==> src/p2io_pkg.sv <==
// constants, types and decode helper for the port 2 i/o block
`default_nettype none
package p2io_pkg;

  // bus widths
  localparam int P2IO_AW = 16;
  localparam int P2IO_DW = 8;

  // register byte addresses
  localparam logic [15:0] P2IO_OFS_PIN_FUNC  = 16'hFFC9;
  localparam logic [15:0] P2IO_OFS_OPEN_DRN  = 16'hFFCB;
  localparam logic [15:0] P2IO_OFS_OUT_DATA  = 16'hFFD5;
  localparam logic [15:0] P2IO_OFS_DIRECTION = 16'hFFE5;

  // reset values as seen by software
  localparam logic [7:0] P2IO_RST_PIN_FUNC  = 8'hD8;
  localparam logic [7:0] P2IO_RST_OPEN_DRN  = 8'h00;
  localparam logic [7:0] P2IO_RST_OUT_DATA  = 8'h00;
  localparam logic [7:0] P2IO_RST_DIRECTION = 8'h00;

  // pin function register layout
  localparam logic [7:0] P2IO_PF_RSVD_MASK = 8'hD8;
  localparam logic [7:0] P2IO_PF_WR_MASK   = 8'h27;
  localparam int P2IO_BIT_PMOS_OFF = 5;
  localparam int P2IO_BIT_SO       = 2;
  localparam int P2IO_BIT_SI       = 1;
  localparam int P2IO_BIT_SCK      = 0;

  // fixed read answers
  localparam logic [7:0] P2IO_DIR_READ   = 8'hFF;
  localparam logic [7:0] P2IO_UNMAP_READ = 8'h00;

  // operating modes of the chip
  typedef enum logic [2:0] {
    P2IO_ACTIVE    = 3'b000,
    P2IO_SUBACTIVE = 3'b001,
    P2IO_SLEEP     = 3'b010,
    P2IO_SUBSLEEP  = 3'b011,
    P2IO_WATCH     = 3'b100,
    P2IO_STANDBY   = 3'b101
  } p2io_mode_type;

  // register select
  typedef enum logic [2:0] {
    P2IO_SEL_NONE = 3'b000,
    P2IO_SEL_PF   = 3'b001,
    P2IO_SEL_OD   = 3'b010,
    P2IO_SEL_DATA = 3'b011,
    P2IO_SEL_DIR  = 3'b100
  } p2io_sel_type;

  // one pin's drive
  typedef struct packed {
    logic out;
    logic oe;
  } p2io_drive_type;

  // from the serial unit
  typedef struct packed {
    logic so_data;
    logic so_oe;
    logic sck_out;
    logic sck_oe;
  } p2io_ser_out_type;

  // to the serial unit
  typedef struct packed {
    logic si_data;
    logic sck_in;
  } p2io_ser_in_type;

  // address decode shared by read and write paths
  function automatic p2io_sel_type p2io_decode(input logic [15:0] addr);
    if (addr == P2IO_OFS_PIN_FUNC) begin
      return P2IO_SEL_PF;
    end else if (addr == P2IO_OFS_OPEN_DRN) begin
      return P2IO_SEL_OD;
    end else if (addr == P2IO_OFS_OUT_DATA) begin
      return P2IO_SEL_DATA;
    end else if (addr == P2IO_OFS_DIRECTION) begin
      return P2IO_SEL_DIR;
    end else begin
      return P2IO_SEL_NONE;
    end
  endfunction : p2io_decode

endpackage : p2io_pkg
`default_nettype wire

==> src/p2io_top.sv <==
// port 2 i/o block: registers, read mux, pin routing and drivers
//
// Notes on behaviour
// - eight-bit data register, read/write, resets zero
// - output pins read back the stored data
// - input pins read back the pin level
// - direction bit one means output
// - gpio settings apply only in gpio mode
// - direction register reads as all ones
// - reset makes every pin an input
// - function bits 7,6,4,3 read one, fixed
// - function register resets to D8
// - bit 5 turns serial-out pin open-drain
// - bit 2 routes pin 2 to serial out
// - bit 1 routes pin 1 to serial in
// - bit 0 makes pin 0 serial clock
// - per-pin bit selects open-drain output drive
// - open-drain selects reset to zero
// - float in reset/standby, hold when sleeping
//
// Our own choice: strobed register access.
`timescale 1ns/1ps
`default_nettype none
module p2io_top (
  input  wire logic                    ref_clk,
  input  wire logic                    rstn,
  input  wire logic [15:0]             addr,
  input  wire logic [7:0]              wr_data,
  input  wire logic                    wr_en,
  input  wire logic                    rd_en,
  output logic      [7:0]              rd_data_ff,
  input  wire p2io_pkg::p2io_mode_type  op_mode,
  input  wire logic [7:0]              pad_in,
  output logic      [7:0]              pad_out,
  output logic      [7:0]              pad_oe,
  input  wire p2io_pkg::p2io_ser_out_type ser_out,
  output p2io_pkg::p2io_ser_in_type    ser_in_ff
);
  import p2io_pkg::*;

  // software visible state
  logic [7:0]     out_data_ff;  // port output data
  logic [7:0]     direction_ff; // 1 = output
  logic [7:0]     open_drn_ff;  // 1 = nmos open drain
  logic [7:0]     pin_func_ff;  // writable function bits only

  // decoded access
  p2io_sel_type   wr_sel;       // write target
  p2io_sel_type   rd_sel;       // read target

  // derived views
  logic [7:0]     pin_func_rd;  // function register as read
  logic [7:0]     port_rd;      // port value as read
  logic [7:0]     nxt_rd_data;  // read mux output
  logic [7:0]     alt_sel;      // pin handed to serial unit
  logic [7:0]     alt_od;       // alternate pin is open drain
  p2io_drive_type alt_drv [8];  // alternate drive per pin
  p2io_drive_type pin_drv [8];  // resolved drive per pin
  logic [7:0]     nxt_pad_out;  // drive value before hold stage
  logic [7:0]     nxt_pad_oe;   // drive enable before hold stage
  logic           serial_out_pmos_off;
  logic           serial_out_pin_select;
  logic           serial_in_pin_select;
  logic           serial_clock_pin_select;

  // address decode, one function for both directions
  always_comb begin
    wr_sel = wr_en ? p2io_decode(addr) : P2IO_SEL_NONE;
    rd_sel = rd_en ? p2io_decode(addr) : P2IO_SEL_NONE;
  end

  // field views of the function register
  always_comb begin
    serial_out_pmos_off     = pin_func_ff[P2IO_BIT_PMOS_OFF];
    serial_out_pin_select   = pin_func_ff[P2IO_BIT_SO];
    serial_in_pin_select    = pin_func_ff[P2IO_BIT_SI];
    serial_clock_pin_select = pin_func_ff[P2IO_BIT_SCK];
  end

  // output data register
  always_ff @(posedge ref_clk or negedge rstn) begin
    if (!rstn) begin
      out_data_ff <= P2IO_RST_OUT_DATA;
    end else if (wr_sel == P2IO_SEL_DATA) begin
      out_data_ff <= wr_data;
    end
  end

  // direction register, write only
  always_ff @(posedge ref_clk or negedge rstn) begin
    if (!rstn) begin
      direction_ff <= P2IO_RST_DIRECTION;
    end else if (wr_sel == P2IO_SEL_DIR) begin
      direction_ff <= wr_data;
    end
  end

  // open drain select register
  always_ff @(posedge ref_clk or negedge rstn) begin
    if (!rstn) begin
      open_drn_ff <= P2IO_RST_OPEN_DRN;
    end else if (wr_sel == P2IO_SEL_OD) begin
      open_drn_ff <= wr_data;
    end
  end

  // function register: reserved bits are never stored,
  // so a write cannot disturb them
  always_ff @(posedge ref_clk or negedge rstn) begin
    if (!rstn) begin
      pin_func_ff <= P2IO_RST_PIN_FUNC & P2IO_PF_WR_MASK;
    end else if (wr_sel == P2IO_SEL_PF) begin
      pin_func_ff <= wr_data & P2IO_PF_WR_MASK;
    end
  end

  // reserved bits come back as ones
  always_comb begin
    pin_func_rd = pin_func_ff | P2IO_PF_RSVD_MASK;
  end

  // port read: stored data for outputs, pin level for inputs;
  // pad_in is taken as already synchronous to ref_clk
  always_comb begin
    port_rd = (direction_ff & out_data_ff)
            | (~direction_ff & pad_in);
  end

  // read mux, unmapped addresses answer zero
  always_comb begin
    case (rd_sel)
      P2IO_SEL_PF:   nxt_rd_data = pin_func_rd;
      P2IO_SEL_OD:   nxt_rd_data = open_drn_ff;
      P2IO_SEL_DATA: nxt_rd_data = port_rd;
      P2IO_SEL_DIR:  nxt_rd_data = P2IO_DIR_READ;
      default:       nxt_rd_data = P2IO_UNMAP_READ;
    endcase
  end

  // read data holds for one cycle only, zero otherwise
  always_ff @(posedge ref_clk or negedge rstn) begin
    if (!rstn) begin
      rd_data_ff <= 8'h00;
    end else begin
      rd_data_ff <= nxt_rd_data;
    end
  end

  // alternate routing of pins 2, 1 and 0
  always_comb begin
    alt_sel = 8'h00;
    alt_od  = 8'h00;
    for (int i = 0; i < 8; i++) begin
      alt_drv[i] = '0;
    end
    // serial data out, driver style from its own pmos bit
    alt_sel[P2IO_BIT_SO]     = serial_out_pin_select;
    alt_drv[P2IO_BIT_SO].out = ser_out.so_data;
    alt_drv[P2IO_BIT_SO].oe  = ser_out.so_oe;
    alt_od[P2IO_BIT_SO]      = serial_out_pmos_off;
    // serial data in, never driven
    alt_sel[P2IO_BIT_SI]     = serial_in_pin_select;
    // serial clock, both ways, enable from the serial unit
    alt_sel[P2IO_BIT_SCK]     = serial_clock_pin_select;
    alt_drv[P2IO_BIT_SCK].out = ser_out.sck_out;
    alt_drv[P2IO_BIT_SCK].oe  = ser_out.sck_oe;
  end

  // per pin driver; gpio settings only count without alternate
  for (genvar g = 0; g < 8; g++) begin : g_pin
    p2io_pin_cell u_cell (
      .use_alt (alt_sel[g]),
      .alt_drv (alt_drv[g]),
      .alt_od  (alt_od[g]),
      .dir     (direction_ff[g]),
      .data    (out_data_ff[g]),
      .od      (open_drn_ff[g]),
      .drv     (pin_drv[g])
    );
    assign nxt_pad_out[g] = pin_drv[g].out;
    assign nxt_pad_oe[g]  = pin_drv[g].oe;
  end

  // pad flops, mode dependent float and hold
  p2io_mode_hold u_hold (
    .ref_clk    (ref_clk),
    .rstn       (rstn),
    .op_mode    (op_mode),
    .nxt_out    (nxt_pad_out),
    .nxt_oe     (nxt_pad_oe),
    .pad_out_ff (pad_out),
    .pad_oe_ff  (pad_oe)
  );

  // serial inputs are registered so the unit sees clean levels;
  // costs one cycle of latency on serial data and clock
  always_ff @(posedge ref_clk or negedge rstn) begin
    if (!rstn) begin
      ser_in_ff <= '0;
    end else begin
      ser_in_ff.si_data <= serial_in_pin_select &
                           pad_in[P2IO_BIT_SI];
      ser_in_ff.sck_in  <= serial_clock_pin_select &
                           pad_in[P2IO_BIT_SCK];
    end
  end

  // helper: low only in the first cycle after reset release
  logic seen_ff;
  always_ff @(posedge ref_clk or negedge rstn) begin
    if (!rstn) begin
      seen_ff <= 1'b0;
    end else begin
      seen_ff <= 1'b1;
    end
  end

  // helper: current cycle is a plain running mode
  logic run_q;
  assign run_q = (op_mode == P2IO_ACTIVE) ||
                 (op_mode == P2IO_SUBACTIVE);

  a_reset_values: assert property (@(posedge ref_clk) disable iff (!rstn)
    !seen_ff |-> out_data_ff == 8'h00 && direction_ff == 8'h00 &&
                 open_drn_ff == 8'h00 && pin_func_rd == 8'hD8)
    else $error("register not at reset value");

  a_dir_reads_ones: assert property (@(posedge ref_clk) disable iff (!rstn)
    rd_en && addr == P2IO_OFS_DIRECTION |=> rd_data_ff == 8'hFF)
    else $error("direction read not all ones");

  a_rsvd_read_one: assert property (@(posedge ref_clk) disable iff (!rstn)
    rd_en && addr == P2IO_OFS_PIN_FUNC |=>
      (rd_data_ff & 8'hD8) == 8'hD8 &&
      (rd_data_ff & 8'h27) == $past(pin_func_ff))
    else $error("function register read wrong");

  a_rsvd_no_write: assert property (@(posedge ref_clk) disable iff (!rstn)
    wr_en && addr == P2IO_OFS_PIN_FUNC |=>
      pin_func_ff == ($past(wr_data) & 8'h27))
    else $error("function write not masked");

  a_out_readback: assert property (@(posedge ref_clk) disable iff (!rstn)
    rd_en && addr == P2IO_OFS_OUT_DATA |=>
      (rd_data_ff & $past(direction_ff)) ==
      ($past(out_data_ff) & $past(direction_ff)))
    else $error("output pin read not from data register");

  a_in_readback: assert property (@(posedge ref_clk) disable iff (!rstn)
    rd_en && addr == P2IO_OFS_OUT_DATA |=>
      (rd_data_ff & ~$past(direction_ff)) ==
      ($past(pad_in) & ~$past(direction_ff)))
    else $error("input pin read not from pin");

  a_gpio_enable: assert property (@(posedge ref_clk) disable iff (!rstn)
    run_q |=> pad_oe[7:3] ==
      $past(direction_ff[7:3] & ~(open_drn_ff[7:3] & out_data_ff[7:3])))
    else $error("gpio enable wrong");

  a_od_no_high: assert property (@(posedge ref_clk) disable iff (!rstn)
    run_q && open_drn_ff[7] && !alt_sel[7] |=> !(pad_oe[7] && pad_out[7]))
    else $error("open drain pin drove high");

  a_so_route: assert property (@(posedge ref_clk) disable iff (!rstn)
    run_q && serial_out_pin_select && !serial_out_pmos_off |=>
      pad_out[2] == $past(ser_out.so_data) &&
      pad_oe[2] == $past(ser_out.so_oe))
    else $error("serial out not routed");

  a_pmos_off: assert property (@(posedge ref_clk) disable iff (!rstn)
    run_q && serial_out_pin_select && serial_out_pmos_off |=>
      pad_out[2] == 1'b0 &&
      pad_oe[2] == $past(ser_out.so_oe & ~ser_out.so_data))
    else $error("serial out pmos not off");

  a_si_float: assert property (@(posedge ref_clk) disable iff (!rstn)
    run_q && serial_in_pin_select |=>
      !pad_oe[1] && ser_in_ff.si_data == $past(pad_in[1]))
    else $error("serial in pin wrong");

  a_sck_route: assert property (@(posedge ref_clk) disable iff (!rstn)
    run_q && serial_clock_pin_select |=>
      pad_oe[0] == $past(ser_out.sck_oe) &&
      ser_in_ff.sck_in == $past(pad_in[0]))
    else $error("serial clock pin wrong");

endmodule : p2io_top
`default_nettype wire

==> src/p2io_pin_cell.sv <==
// one pin's output mux and cmos / open-drain driver model
`timescale 1ns/1ps
`default_nettype none
module p2io_pin_cell (
  input  wire logic                    use_alt,
  input  wire p2io_pkg::p2io_drive_type alt_drv,
  input  wire logic                    alt_od,
  input  wire logic                    dir,
  input  wire logic                    data,
  input  wire logic                    od,
  output var  p2io_pkg::p2io_drive_type drv
);
  import p2io_pkg::*;

  logic val;    // value the pin should show
  logic en;     // drive wanted at all
  logic od_eff; // pmos off

  // pick the controlling function
  always_comb begin
    if (use_alt) begin
      val    = alt_drv.out;
      en     = alt_drv.oe;
      od_eff = alt_od;
    end else begin
      val    = data;
      en     = dir;
      od_eff = od;
    end
  end

  // open drain only ever pulls low; a one releases the pin
  always_comb begin
    if (od_eff) begin
      drv.out = 1'b0;
      drv.oe  = en & ~val;
    end else begin
      drv.out = val;
      drv.oe  = en;
    end
  end

endmodule : p2io_pin_cell
`default_nettype wire

==> src/p2io_mode_hold.sv <==
// pad output stage: float, hold or follow by operating mode
`timescale 1ns/1ps
`default_nettype none
module p2io_mode_hold (
  input  wire logic                ref_clk,
  input  wire logic                rstn,
  input  wire p2io_pkg::p2io_mode_type op_mode,
  input  wire logic [7:0]          nxt_out,
  input  wire logic [7:0]          nxt_oe,
  output logic      [7:0]          pad_out_ff,
  output logic      [7:0]          pad_oe_ff
);
  import p2io_pkg::*;

  // reset floats every pin; standby too, sleep-like modes freeze
  always_ff @(posedge ref_clk or negedge rstn) begin
    if (!rstn) begin
      pad_out_ff <= 8'h00;
      pad_oe_ff  <= 8'h00;
    end else begin
      case (op_mode)
        P2IO_STANDBY: begin
          pad_oe_ff <= 8'h00;
        end
        P2IO_SLEEP, P2IO_SUBSLEEP, P2IO_WATCH: begin
          pad_out_ff <= pad_out_ff;
          pad_oe_ff  <= pad_oe_ff;
        end
        default: begin
          pad_out_ff <= nxt_out;
          pad_oe_ff  <= nxt_oe;
        end
      endcase
    end
  end

  a_standby_float: assert property (@(posedge ref_clk) disable iff (!rstn)
    op_mode == P2IO_STANDBY |=> pad_oe_ff == 8'h00)
    else $error("pins driven in standby");

  a_sleep_freeze: assert property (@(posedge ref_clk) disable iff (!rstn)
    (op_mode == P2IO_SLEEP || op_mode == P2IO_WATCH ||
     op_mode == P2IO_SUBSLEEP) |=> $stable(pad_oe_ff) && $stable(pad_out_ff))
    else $error("pins moved while held");

endmodule : p2io_mode_hold
`default_nettype wire

==> config.mk <==
export PLATFORM = sky130hd
export DESIGN_NAME = p2io_top
export DESIGN_NICKNAME = d
export VERILOG_FILES = /design/src/p2io_pkg.sv /design/src/p2io_top.sv /design/src/p2io_pin_cell.sv /design/src/p2io_mode_hold.sv
export SDC_FILE = /design/constraint.sdc
export NUM_CORES = 1
export LEC_CHECK = 0
export ABC_AREA = 0
export BUFFER_PORTS_ARGS = -buffer_cell sky130_fd_sc_hd__clkbuf_2
export CAP_MARGIN = 15
export CORE_MARGIN = 2
export CORE_UTILIZATION = 58
export CTS_BUF_LIST = sky130_fd_sc_hd__clkbuf_8 sky130_fd_sc_hd__clkbuf_16
export DETAILED_ROUTE_END_ITERATION = 6
export PLACE_DENSITY = 0.91
export SLEW_MARGIN = 20
export SYNTH_ARGS = -nofsm -noshare
export SYNTH_HDL_FRONTEND = slang
export SYNTH_HIERARCHICAL = 1
export SYNTH_SLANG_ARGS = --single-unit
==> constraint.sdc <==
create_clock -name ref_clk -period 3.4 [get_ports ref_clk]
set_clock_uncertainty 0.05 [all_clocks]
set_input_delay 0.34 -clock ref_clk [delete_from_list [all_inputs] [get_ports ref_clk]]
set_output_delay 0.34 -clock ref_clk [all_outputs]
set_load 0.03 [all_outputs]
* After elaboration in Yosys (flattened, before gate mapping)
Cells that the tools add are included.
** Cells by class
- Equality and inequality tests :: 16
- Multiplexer cells :: 25
- Bitwise logic cells :: 22
- Reductions and logical operators :: 2
** Operator list (number)
- equality test 16 bit (second input constant) :: 4
- case mux 8 bit (4 select lines) :: 1
- equality test 3 x 2 -> 1 bit (second input constant) :: 6
- two-way mux 3 bit :: 6
- AND 8 bit :: 2
- two-way mux 2 bit :: 8
- case mux 8 bit (2 select lines) :: 1
- equality test 3 bit (second input constant) :: 4
- AND 1 bit :: 10
- two-way mux 1 bit :: 9
- NOT 1 bit :: 8
- NOT 8 bit :: 1
- OR 8 bit :: 1
- equality test 3 x 1 -> 1 bit (second input constant) :: 2
- OR reduction 4 bit :: 1
- OR reduction 3 bit :: 1
** Word-level totals
- Register bits :: 54
- Input port bits :: 43
- Output and inout bits :: 26
- Word-level logic and storage cells :: 74

* Depth between registers and ports, before layout
Gate-level depths: netlist of the first run.
- Depth in word-level cells :: 8
- Depth in mapped cells :: 7
- Gate-level depth less buffers :: 4

* By module
The synthesis of the first run kept the hierarchy.
** By module, submodules not included
- p2io_top :: times used 1, cells each 124, area an instance 1756.7 um2, sequential area each 950.9 um2
- p2io_mode_hold :: times used 1, cells each 55, area an instance 744.5 um2, sequential area each 400.4 um2
- p2io_pin_cell :: times used 8, cells each 7, area an instance 47.5 um2, sequential area each 0.0 um2

* Worst setup path before layout of the first run
OpenSTA, ideal clock, no wires.
- Path kind :: input to register
- From :: in addr[1]
- To :: reg direction_ff[0]
- Setup time :: 125 ps
- Data arrival time :: 1696 ps
- Data required time :: 3225 ps
- Slack :: 1528 ps
- Stages :: 7
- Buffers on the path :: 3
- Path through :: buf_6 -> nand4bb_4 -> or3b_1 -> buf_6 -> nand2b_4 -> buf_6 -> mux2_4
** Between the ends
- Cells in the longest elaborated chain, start to end :: 7
- Elaborated cells between the ends (all ways) :: 10
- Classes of those cells :: 5 x eq/ne; 5 x mux
** RTL lines
- start, declared :: line p2io_top.sv:27 : input wire logic [15:0] addr,
- equality test 16 bit :: line p2io_pkg.sv:80 : end else if (addr == P2IO_OFS_DIRECTION) begin
- two-way mux 3 bit :: line p2io_pkg.sv:80
- two-way mux 3 bit :: line p2io_pkg.sv:78 : end else if (addr == P2IO_OFS_OUT_DATA) begin
- two-way mux 3 bit :: line p2io_pkg.sv:76 : end else if (addr == P2IO_OFS_OPEN_DRN) begin
- two-way mux 3 bit * :: line p2io_pkg.sv:74 : if (addr == P2IO_OFS_PIN_FUNC) begin
- two-way mux 3 bit * :: line p2io_top.sv:68 : wr_sel = wr_en ? p2io_decode(addr) : P2IO_SEL_NONE;
- equality test 3 bit * :: line p2io_top.sv:93 : end else if (wr_sel == P2IO_SEL_DIR) begin
- end signal, assigned :: line p2io_top.sv:94 : direction_ff <= wr_data;
- end, declared :: line p2io_top.sv:43 : logic [7:0] direction_ff;
Every way passes the cells marked *; elsewhere a longest branch is shown, timed or not.
A chain may end at the register's enable or synchronous reset.

* Final worst setup path of the first run
- From :: in addr[1]
- To :: reg direction_ff[6]
The elaborated chain is that of the path after synthesis.

==> results of run 1 <==
-- report_power, final --
group          internal [mW]  total, mW  switching (mW)
clock network          0.187      0.406           0.219
logic                 0.0607      0.162           0.102
registers              0.655      0.665         0.00938
total                  0.903       1.23           0.330
-- cell type report --
cell class                 instances  area [um^2]  area share (%)
sequential                        54         1350            38.2
multi-input combinational        212         1610            45.5
clock buffer                       7         96.3            2.72
timing repair buffer              69          348            9.82
clock inverter                     1         8.76           0.247
tap                               67         83.8            2.37
inverter                          11         41.3            1.17
-- registers in the layout, indices dropped and copies added, names as in the netlist --
signal and flops:
ser_in_ff 2, out_data_ff 8, rd_data_ff 8, open_drn_ff 8, direction_ff 8, u_hold/pad_out_ff 8, pin_func_ff 4, u_hold/pad_oe_ff 8
-- cells by family (layout without fill, tap and decap cells) --
kind of cell | Yosys count | count (layout) | synth area share [%]
mux | 56 | 56 | 22.6
simple gates | 55 | 55 | 11.2
flops | 54 | 54 | 46.9
compound gates | 48 | 48 | 14.4
buf+inv | 20 | 88 | 3.82
other cells | 1 | 52 | 0.130
xor+xnor | 1 | 1 | 0.955
-- metal layers --
layer	vias to the layer above	global-route usage (%)	wire length [um]
met1	1074	29.1	2660
li1	1060	-	-
met4	0	9.72	178
met2	74	41.2	3190
met5	-	0	0
met3	16	5.15	334
-- through the flow --
step / setup WS (ns) / instance area, um^2 / power, mW / std cells
global route: 1.59 / 3540 / 1.27 / 421
detailed placement: 1.37 / 3440 / 0.839 / 413
finish: 1.69 / 3540 / 1.23 / 421
CTS: 1.69 / 3540 / 1.24 / 421
global placement: 1.39 / 3440 / 0.835 / 413
floorplan: 1.53 / 3070 / 0.773 / 286
-- critical path: stages --
cell and delay (ns):
clkbuf_2 0.14, nand4bb_4 0.21, or3b_1 0.53, nand2b_4 0.30, mux2_4 0.34
-- placed cells by master, fill, tap and decap left out, types with 9 or more instances in the layout --
master | netlist | final
clkbuf_2 | 0 | 68
a21oi_1 | 12 | 12
nand2_1 | 29 | 29
inv_1 | 11 | 11
mux2_2 | 40 | 40
conb_1 | 1 | 52
nor2b_1 | 9 | 9
dfrtp_1 | 54 | 54
-- final timing paths --
check | start | end | slack (ns) | cells past startpoint
worst max-delay path | addr[1] | direction_ff[6] | 1.69 | 5
worst min-delay path | rstn | u_hold/pad_oe_ff[3] | 0.12 | 1
worst max register to register | direction_ff[3] | u_hold/pad_oe_ff[3] | 2.06 | 4
worst min register to register | u_hold/pad_out_ff[2] | u_hold/pad_out_ff[2] | 0.46 | 1
max in group asynchronous | rstn | open_drn_ff[0] | 2.40 | 2
min in group ref_clk | pad_in[1] | ser_in_ff[1] | 0.19 | 2
==> results.sh, run 1 <==
export IMPL_io_pins=69
export IMPL_grt_max_degree=40
export IMPL_num_fill_cells=354
export IMPL_die_width_um=74.5
export IMPL_post_cts_resized=0
export IMPL_max_cap_violations=0
export IMPL_post_cts_repair_setup_buffers=0
export IMPL_irDropWorstVdd_mv=0.251
export IMPL_grt_util_all_layers_pct=23.9
export IMPL_synth_seq_area_share_pct=46.9
export IMPL_ys_seq_elements=54
export IMPL_number_of_antenna_violations_at_the_first_check_in_global_routing=0
export IMPL_cts_max_path_buffers=2
export IMPL_layout_overhead_on_the_synthesized_area_pct=22.9
export IMPL_holdBufCountCts=0
export IMPL_clkTransAtPathRegs_ns=0.10
export IMPL_route_detailed_wl_per_inst_um=15.1
export IMPL_initial_core_util_pct=60.6
export IMPL_first_global_vias=2109
export IMPL_grt_overflow_total=0
export IMPL_max_clock_freq_mhz=584
export IMPL_drtPass1Iterations=4
export IMPL_finalHoldViolations=0
export IMPL_remaining_drc_errors=0
export IMPL_antennaDiodeCount=0
export IMPL_post_synth_top_area_cell="dfrtp_1"
export IMPL_timing_worst_setup_path_type="input port to flop"
export IMPL_maxSlewViolCount=0
export IMPL_coreArea_um2=4750
export IMPL_worst_ep_required_time_ns=3.55
export IMPL_outcome="finished, final reports clean"
export IMPL_hp_class="input port to async pin"
export IMPL_fin_tns_setup_ns=0
export IMPL_core_rowCount=25
export IMPL_synth_most_common_cell="dfrtp_1"
export IMPL_detailroute_via_count=2224
export IMPL_yosys_top_cells_count="54 x dfrtp_1, 40 x mux2_2, 29 x nand2_1, 12 x a21oi_1, 11 x inv_1"
export IMPL_synthesis_yosys_warnings=6
export IMPL_syn_area_um2=2880
export IMPL_fin_nets=396
export IMPL_timing_max_slew_rel_slack_pct=34.9
export IMPL_post_synth_inst_count=235
export IMPL_clockRootBuffer="clkbuf_8"
export IMPL_port_buffers=68
export IMPL_netlist_area_leader_share_pct=46.9
export IMPL_dp_hpwl_mm=4.73
export IMPL_setup_failing_eps_final=0
export IMPL_cellPowerDensity_nw_per_um2=348
export IMPL_die_height_um=74.5
export IMPL_p_leak_nw=1.78
export IMPL_cts_sinks=54
export IMPL_critPathCaptureType="flop"
export IMPL_drtAntennaViolNets=0
export IMPL_final_core_utilization_pct=74.5
export IMPL_wirelength_mm=6.36
export IMPL_post_layout_minimum_cycle_time_ns=1.71
export IMPL_die_area_um2=5550
export IMPL_postSynthAreaPerCell_um2=12.3
export IMPL_crit_path_max_fanout=9
export IMPL_ctsHtreeMaxLevel=2
export IMPL_detailedRoute_firstIterationViolations=138
export IMPL_clock_latency_ns=0.31
export IMPL_worstMarginPinSlew_ns=0.976
export IMPL_cts_inserted_buffers=5
export IMPL_layout_drive_gt1_share_pct=39.3
export IMPL_arrival_ns=1.87
export IMPL_setup_worst_path_start_class="input port"
export IMPL_fin_hold_ws_ns=0.119
export IMPL_yosysUniqueCellTypes=33
export IMPL_drt_vias_per_instance=5.28
export IMPL_gp_congestion=0.841
export IMPL_min_period_over_period_pct=50.4
export IMPL_grt_pass1_wl_mm=9.78
export IMPL_area_contributors_post_synth="dfrtp_1 47%, mux2_2 16%, o32ai_2 4.5%, mux2_4 4.2%, nand2_1 3.8%"
export IMPL_tritoncts="yes"
export IMPL_rsz_0062_raised_after_global_routing="false"
export IMPL_synth_top_flop_cell="dfrtp_1"
export IMPL_synth_edff_count=0
export IMPL_synth_async_sr_flop_share_pct=100
No activity file was read; power rests on OpenSTA's default activity.
==> inputs of run 2 (changes only) <==
--- a/config.mk
+++ b/config.mk
@@ -9,10 +9,10 @@
 export BUFFER_PORTS_ARGS = -buffer_cell sky130_fd_sc_hd__clkbuf_2
 export CAP_MARGIN = 15
 export CORE_MARGIN = 2
-export CORE_UTILIZATION = 58
+export CORE_UTILIZATION = 54
 export CTS_BUF_LIST = sky130_fd_sc_hd__clkbuf_8 sky130_fd_sc_hd__clkbuf_16
 export DETAILED_ROUTE_END_ITERATION = 6
-export PLACE_DENSITY = 0.91
+export PLACE_DENSITY = 0.86
 export SLEW_MARGIN = 20
 export SYNTH_ARGS = -nofsm -noshare
 export SYNTH_HDL_FRONTEND = slang
==> constraint.sdc (replaced) <==
create_clock -name ref_clk -period 1.7 [get_ports ref_clk]
set_clock_uncertainty 0.05 [all_clocks]
set_input_delay 0.17 -clock ref_clk [delete_from_list [all_inputs] [get_ports ref_clk]]
set_output_delay 0.17 -clock ref_clk [all_outputs]
set_load 0.03 [all_outputs]
==> run 2 against run 1 <==
Compared with the run above:
- sequential share of layout area fell by 0.70 points
- largest power group unchanged
- global-route usage down 0.61 points
- register-to-register slack worse by 1.7 ns
- cell area rose by 1.9%
- combinational power rose by 110%
- final cell count is 2.9% higher
- first-iteration DRC count did not move
- power is 93% higher
==> results.sh, run 2 (same netlist as run 1, synthesis figures left out) <==
export IMPL_antennaDiodeCount=0
export IMPL_core_rowCount=26
export IMPL_first_global_vias=2232
export IMPL_die_area_um2=5940
export IMPL_initial_core_util_pct=56.1
export IMPL_layout_overhead_on_the_synthesized_area_pct=25.2
export IMPL_die_width_um=77.1
export IMPL_number_of_antenna_violations_at_the_first_check_in_global_routing=0
export IMPL_timing_worst_setup_path_type="input port to flop"
export IMPL_wirelength_mm=6.52
export IMPL_drtPass1Iterations=4
export IMPL_power_share_switching_pct=26.0
export IMPL_crit_path_max_fanout=4
export IMPL_layout_drive_gt1_share_pct=40.5
export IMPL_cellPowerDensity_nw_per_um2=658
export IMPL_die_height_um=77.1
export IMPL_ctsHtreeMaxLevel=2
export IMPL_max_cap_violations=0
export IMPL_num_fill_cells=394
export IMPL_irDropWorstVdd_mv=0.424
export IMPL_post_layout_minimum_cycle_time_ns=1.33
export IMPL_cts_inserted_buffers=5
export IMPL_cts_sinks=54
export IMPL_arrival_ns=1.47
export IMPL_grt_pass1_wl_mm=10.8
export IMPL_final_cell_area_um2=3610
export IMPL_worst_ep_required_time_ns=1.83
export IMPL_final_core_utilization_pct=70.2
export IMPL_sequentialPowerShare_pct=56.0
export IMPL_grt_overflow_total=0
export IMPL_detailroute_via_count=2248
export IMPL_setup_slack_ns=0.366
export IMPL_remaining_drc_errors=0
export IMPL_multi_input_area_um2=1610
export IMPL_dp_hpwl_mm=4.95
export IMPL_drt_vias_per_instance=5.19
export IMPL_placement_cell_area_um2=3510
export IMPL_p_leak_nw=1.82
export IMPL_clock_latency_ns=0.30
export IMPL_layout_commonest_cell="clkbuf_2"
export IMPL_fin_hold_ws_ns=0.0429
export IMPL_pre_cts_setup_slack_ns=0.0422
export IMPL_fin_nets=407
export IMPL_storage_element_area_um2=1350
export IMPL_route_detailed_wl_per_inst_um=15.1
export IMPL_mostFrequentLayoutCells="68 x clkbuf_2, 54 x dfrtp_1, 52 x conb_1"
export IMPL_detailedRoute_firstIterationViolations=138
export IMPL_outcome="finished, final reports clean"
export IMPL_critPathCaptureType="flop"
export IMPL_combPwrFrac_pct=14.2
export IMPL_post_cts_resized=0
export IMPL_clockRootBuffer="clkbuf_8"
export IMPL_grt_max_degree=21
export IMPL_setup_worst_path_start_class="input port"
export IMPL_port_buffers=68
export IMPL_worstMarginPinSlew_ns=0.551
export IMPL_internal_power_summed_over_all_cells_mw=1.76
export IMPL_min_period_over_period_pct=78.5
export IMPL_tritoncts="yes"
export IMPL_drtAntennaViolNets=0
export IMPL_grt_util_all_layers_pct=23.3
export IMPL_io_pins=69
export IMPL_timing_max_slew_rel_slack_pct=63.2
export IMPL_rsz_0062_raised_after_global_routing="false"
export IMPL_maxSlewViolCount=0
export IMPL_clkPwrFrac_pct=29.7
export IMPL_clkTransAtPathRegs_ns=0.09
export IMPL_hp_class="input port to flop"
export IMPL_cts_max_path_buffers=2
export IMPL_max_clock_freq_mhz=750
export IMPL_net_switching_power_mw=0.618
export IMPL_fin_tns_setup_ns=0
export IMPL_setup_failing_eps_final=0
export IMPL_gp_congestion=0.862
export IMPL_coreArea_um2=5140
export IMPL_finalHoldViolations=0
run 2: layout make-up:
cell class	count	share of cell area (%)
clock buffers	6	2.29
flip-flops and latches	54	37.5
well taps	70	2.43
repair buffers	80	12.0
multi-input cells	212	44.7
inverters	11	1.14
run 2: per-layer routing:
| layer | up-vias | routed length [um] | track usage, % | part of all wire [%] |
|---|---|---|---|---|
| met4 | 0 | 60 | 4.64 | 0.92 |
| met5 | - | 0 | 0 | 0 |
| met2 | 74 | 3240 | 41.2 | 50 |
| met1 | 1093 | 2850 | 30.3 | 44 |
| li1 | 1074 | - | - | - |
| met3 | 7 | 373 | 4.00 | 5.7 |
run 2: final timing paths:
kind	cells past startpoint	start	slack (ns)	endpoint
hold reg to reg	1	u_hold/pad_out_ff[3]	0.46	u_hold/pad_out_ff[3]
setup / recovery	6	addr[7]	0.37	open_drn_ff[3]
min in group asynchronous	2	rstn	0.32	u_hold/pad_out_ff[6]
hold / removal	2	pad_in[1]	0.04	ser_in_ff[1]
max in group asynchronous	3	rstn	0.64	u_hold/pad_out_ff[5]
setup reg to reg	4	pin_func_ff[5]	0.37	u_hold/pad_oe_ff[2]
run 2: power by group through the flow:
| stage | Combinational (mW) | Sequential, mW | Clock, mW |
|---|---|---|---|
| final | 0.338 | 1.33 | 0.706 |
| after global routing | 0.371 | 1.33 | 0.752 |
| after CTS | 0.337 | 1.33 | 0.714 |
| after detailed placement | 0.334 | 1.36 | 0 |
| after global placement | 0.326 | 1.35 | 0 |
| after floorplan | 0.138 | 1.41 | 0 |
run 2: metrics by stage:
| step | total power [mW] | cells |
|---|---|---|
| after detailed placement | 1.69 | 426 |
| final | 2.37 | 433 |
| after CTS | 2.38 | 433 |
| after floorplan | 1.55 | 286 |
| after global routing | 2.46 | 433 |
| after global placement | 1.68 | 426 |
run 2: critical path, cell delays in order:
cell	delay [ns]
clkbuf_2	0.09
nand4_1	0.16
nor4_4	0.34
and3_1	0.23
buf_4	0.15
mux2_2	0.34
run 2: what timing repair did:
| action | in CTS | in global routing |
|---|---|---|
| buffers inserted | 0 | 0 |
| hold buffers | 1 | 0 |
| hold endpoints to repair | 18 | 0 |
| endpoints found under the setup margin | 0 | 0 |
==> inputs of run 3 (changes only) <==
==> constraint.sdc (replaced) <==
create_clock -name ref_clk -period 1.37 [get_ports ref_clk]
set_clock_uncertainty 0.05 [all_clocks]
set_input_delay 0.137 -clock ref_clk [delete_from_list [all_inputs] [get_ports ref_clk]]
set_output_delay 0.137 -clock ref_clk [all_outputs]
set_load 0.03 [all_outputs]
==> run 3 against run 2 <==
Compared with the run above:
- via count up 3.5%
- critical path depth unchanged
- critical path type unchanged
- core utilization up 4.5 points
- largest cell class unchanged
==> results.sh, run 3 (same netlist as run 1, synthesis figures left out) <==
export IMPL_r2r_start="direction_ff[3]"
export IMPL_core_rowCount=26
export IMPL_post_layout_minimum_cycle_time_ns=1.31
export IMPL_timing_reg2reg_worst_path_depth=4
export IMPL_fin_hold_ws_ns=0.0104
export IMPL_layout_drive_gt1_share_pct=44.7
export IMPL_holdCritStartpoint="pad_in[1]"
export IMPL_grt_overflow_total=0
export IMPL_detailedRoute_firstIterationViolations=135
export IMPL_path_cells="clkbuf_2 -> nand4_1 -> nor4_4 -> and3_1 -> buf_4 -> mux2_4"
export IMPL_layout_overhead_on_the_synthesized_area_pct=33.1
export IMPL_r2r_slack_ns=0.07
export IMPL_max_cap_violations=0
export IMPL_drtPass1Iterations=4
export IMPL_grt_util_all_layers_pct=24.5
export IMPL_cts_max_path_buffers=2
export IMPL_layout_commonest_cell="clkbuf_2"
export IMPL_arrival_ns=1.46
export IMPL_max_clock_freq_mhz=766
export IMPL_slowest_stage="nor4_4"
export IMPL_antennaDiodeCount=0
export IMPL_number_of_antenna_violations_at_the_first_check_in_global_routing=0
export IMPL_ctsHtreeMaxLevel=2
export IMPL_cts_inserted_buffers=5
export IMPL_end_of_the_worst_register_to_register_path="u_hold/pad_oe_ff[3]"
export IMPL_worstMarginPinSlew_ns=0.875
export IMPL_irDropWorstVdd_mv=0.649
export IMPL_gp_congestion=0.833
export IMPL_tritoncts="yes"
export IMPL_die_height_um=77.1
export IMPL_io_pins=69
export IMPL_remaining_drc_errors=0
export IMPL_clockRootBuffer="clkbuf_8"
export IMPL_detailroute_via_count=2327
export IMPL_setup_worst_path_start_class="input port"
export IMPL_setup_failing_eps_final=0
export IMPL_maxSlewViolCount=0
export IMPL_power_mw=3.23
export IMPL_crit_path_max_fanout=4
export IMPL_min_period_over_period_pct=95.3
export IMPL_p_leak_nw=1.94
export IMPL_clock_latency_ns=0.32
export IMPL_drtAntennaViolNets=0
export IMPL_drt_vias_per_instance=5.19
export IMPL_grt_max_degree=41
export IMPL_worst_ep_required_time_ns=1.52
export IMPL_route_detailed_wl_per_inst_um=15.3
export IMPL_hp_class="input port to flop"
export IMPL_wirelength_mm=6.86
export IMPL_die_width_um=77.1
export IMPL_num_fill_cells=363
export IMPL_coreArea_um2=5140
export IMPL_outcome="finished, final reports clean"
export IMPL_critPathCaptureType="flop"
export IMPL_timing_max_slew_rel_slack_pct=41.5
export IMPL_dp_hpwl_mm=5.04
export IMPL_pre_cts_setup_slack_ns=-0.282
export IMPL_finalHoldViolations=0
export IMPL_initial_core_util_pct=56.1
export IMPL_mostFrequentLayoutCells="68 x clkbuf_2, 54 x dfrtp_1, 52 x conb_1"
export IMPL_fin_nets=420
export IMPL_cellPowerDensity_nw_per_um2=842
export IMPL_port_buffers=68
export IMPL_cpPeakStageDelay_ns=0.33
export IMPL_grt_pass1_wl_mm=11.4
export IMPL_setup_slack_ns=0.0638
export IMPL_cts_sinks=54
export IMPL_die_area_um2=5940
export IMPL_clkTransAtPathRegs_ns=0.10
export IMPL_timing_worst_setup_path_type="input port to flop"
export IMPL_hold_depth=2
export IMPL_min_delay_worst_endpoint="ser_in_ff[1]"
export IMPL_first_global_vias=2355
==> run 3: cell type report <==
type                            instances  area, um^2  area share, %
Clock inverter                          3        47.5           1.24
Clock buffer                            5        68.8           1.79
Timing Repair Buffer                   93         556           14.5
Tap cell                               70        87.6           2.28
Multi-Input combinational cell        212        1680           43.9
Inverter                               11        41.3           1.08
Sequential cell                        54        1350           35.2
==> run 3: worst max-delay path by stage <==
stage	startpoint	end	cells after the start
after floorplan	addr[1]	direction_ff[0]	7
after global placement	addr[12]	pin_func_ff[2]	6
after detailed placement	addr[13]	pin_func_ff[0]	6
after CTS	direction_ff[7]	u_hold/pad_oe_ff[7]	4
after global routing	direction_ff[3]	u_hold/pad_oe_ff[3]	4
final	addr[13]	open_drn_ff[0]	6
==> run 3: critical path: cells and delay by family <==
kind,cells,cell delay (ns)
muxes,1,0.30
and+or+nand+nor,3,0.74
buffers and inverters,2,0.27
==> run 3: what timing repair did <==
action,in CTS,in global routing
pin swaps,0,1
hold buffers,1,0
hold endpoints to repair,14,0
setup endpoints to repair,1,11
gates resized for setup,0,7
setup buffers,1,3
==> run 3: per-layer routing <==
metal | up-vias | GRT usage, % | part of all wire (%)
met2 | 76 | 40.4 | 49
met4 | 0 | 8.21 | 1.9
met5 | - | 0 | 0
li1 | 1103 | - | -
met3 | 15 | 3.88 | 6.4
met1 | 1133 | 33.2 | 42
==> run 3: per-stage QoR <==
step / TNS (ns) / utilization (%) / cell area [um^2] / cells
after global routing: -0.00107 / 74.6 / 3840 / 448
final: 0 / 74.6 / 3840 / 448
after floorplan: -4.93 / - / 3110 / 286
after detailed placement: -5.68 / 70.8 / 3640 / 435
after global placement: -5.21 / 70.8 / 3640 / 435
after CTS: 0 / 73.4 / 3770 / 445
==> run 3: power by group <==
group / leakage (nW) / internal [mW] / switching [mW] / total [mW]
clock: 0.0591 / 0.558 / 0.563 / 1.12
combinational: 1.14 / 0.183 / 0.273 / 0.456
sequential: 0.740 / 1.63 / 0.0269 / 1.65
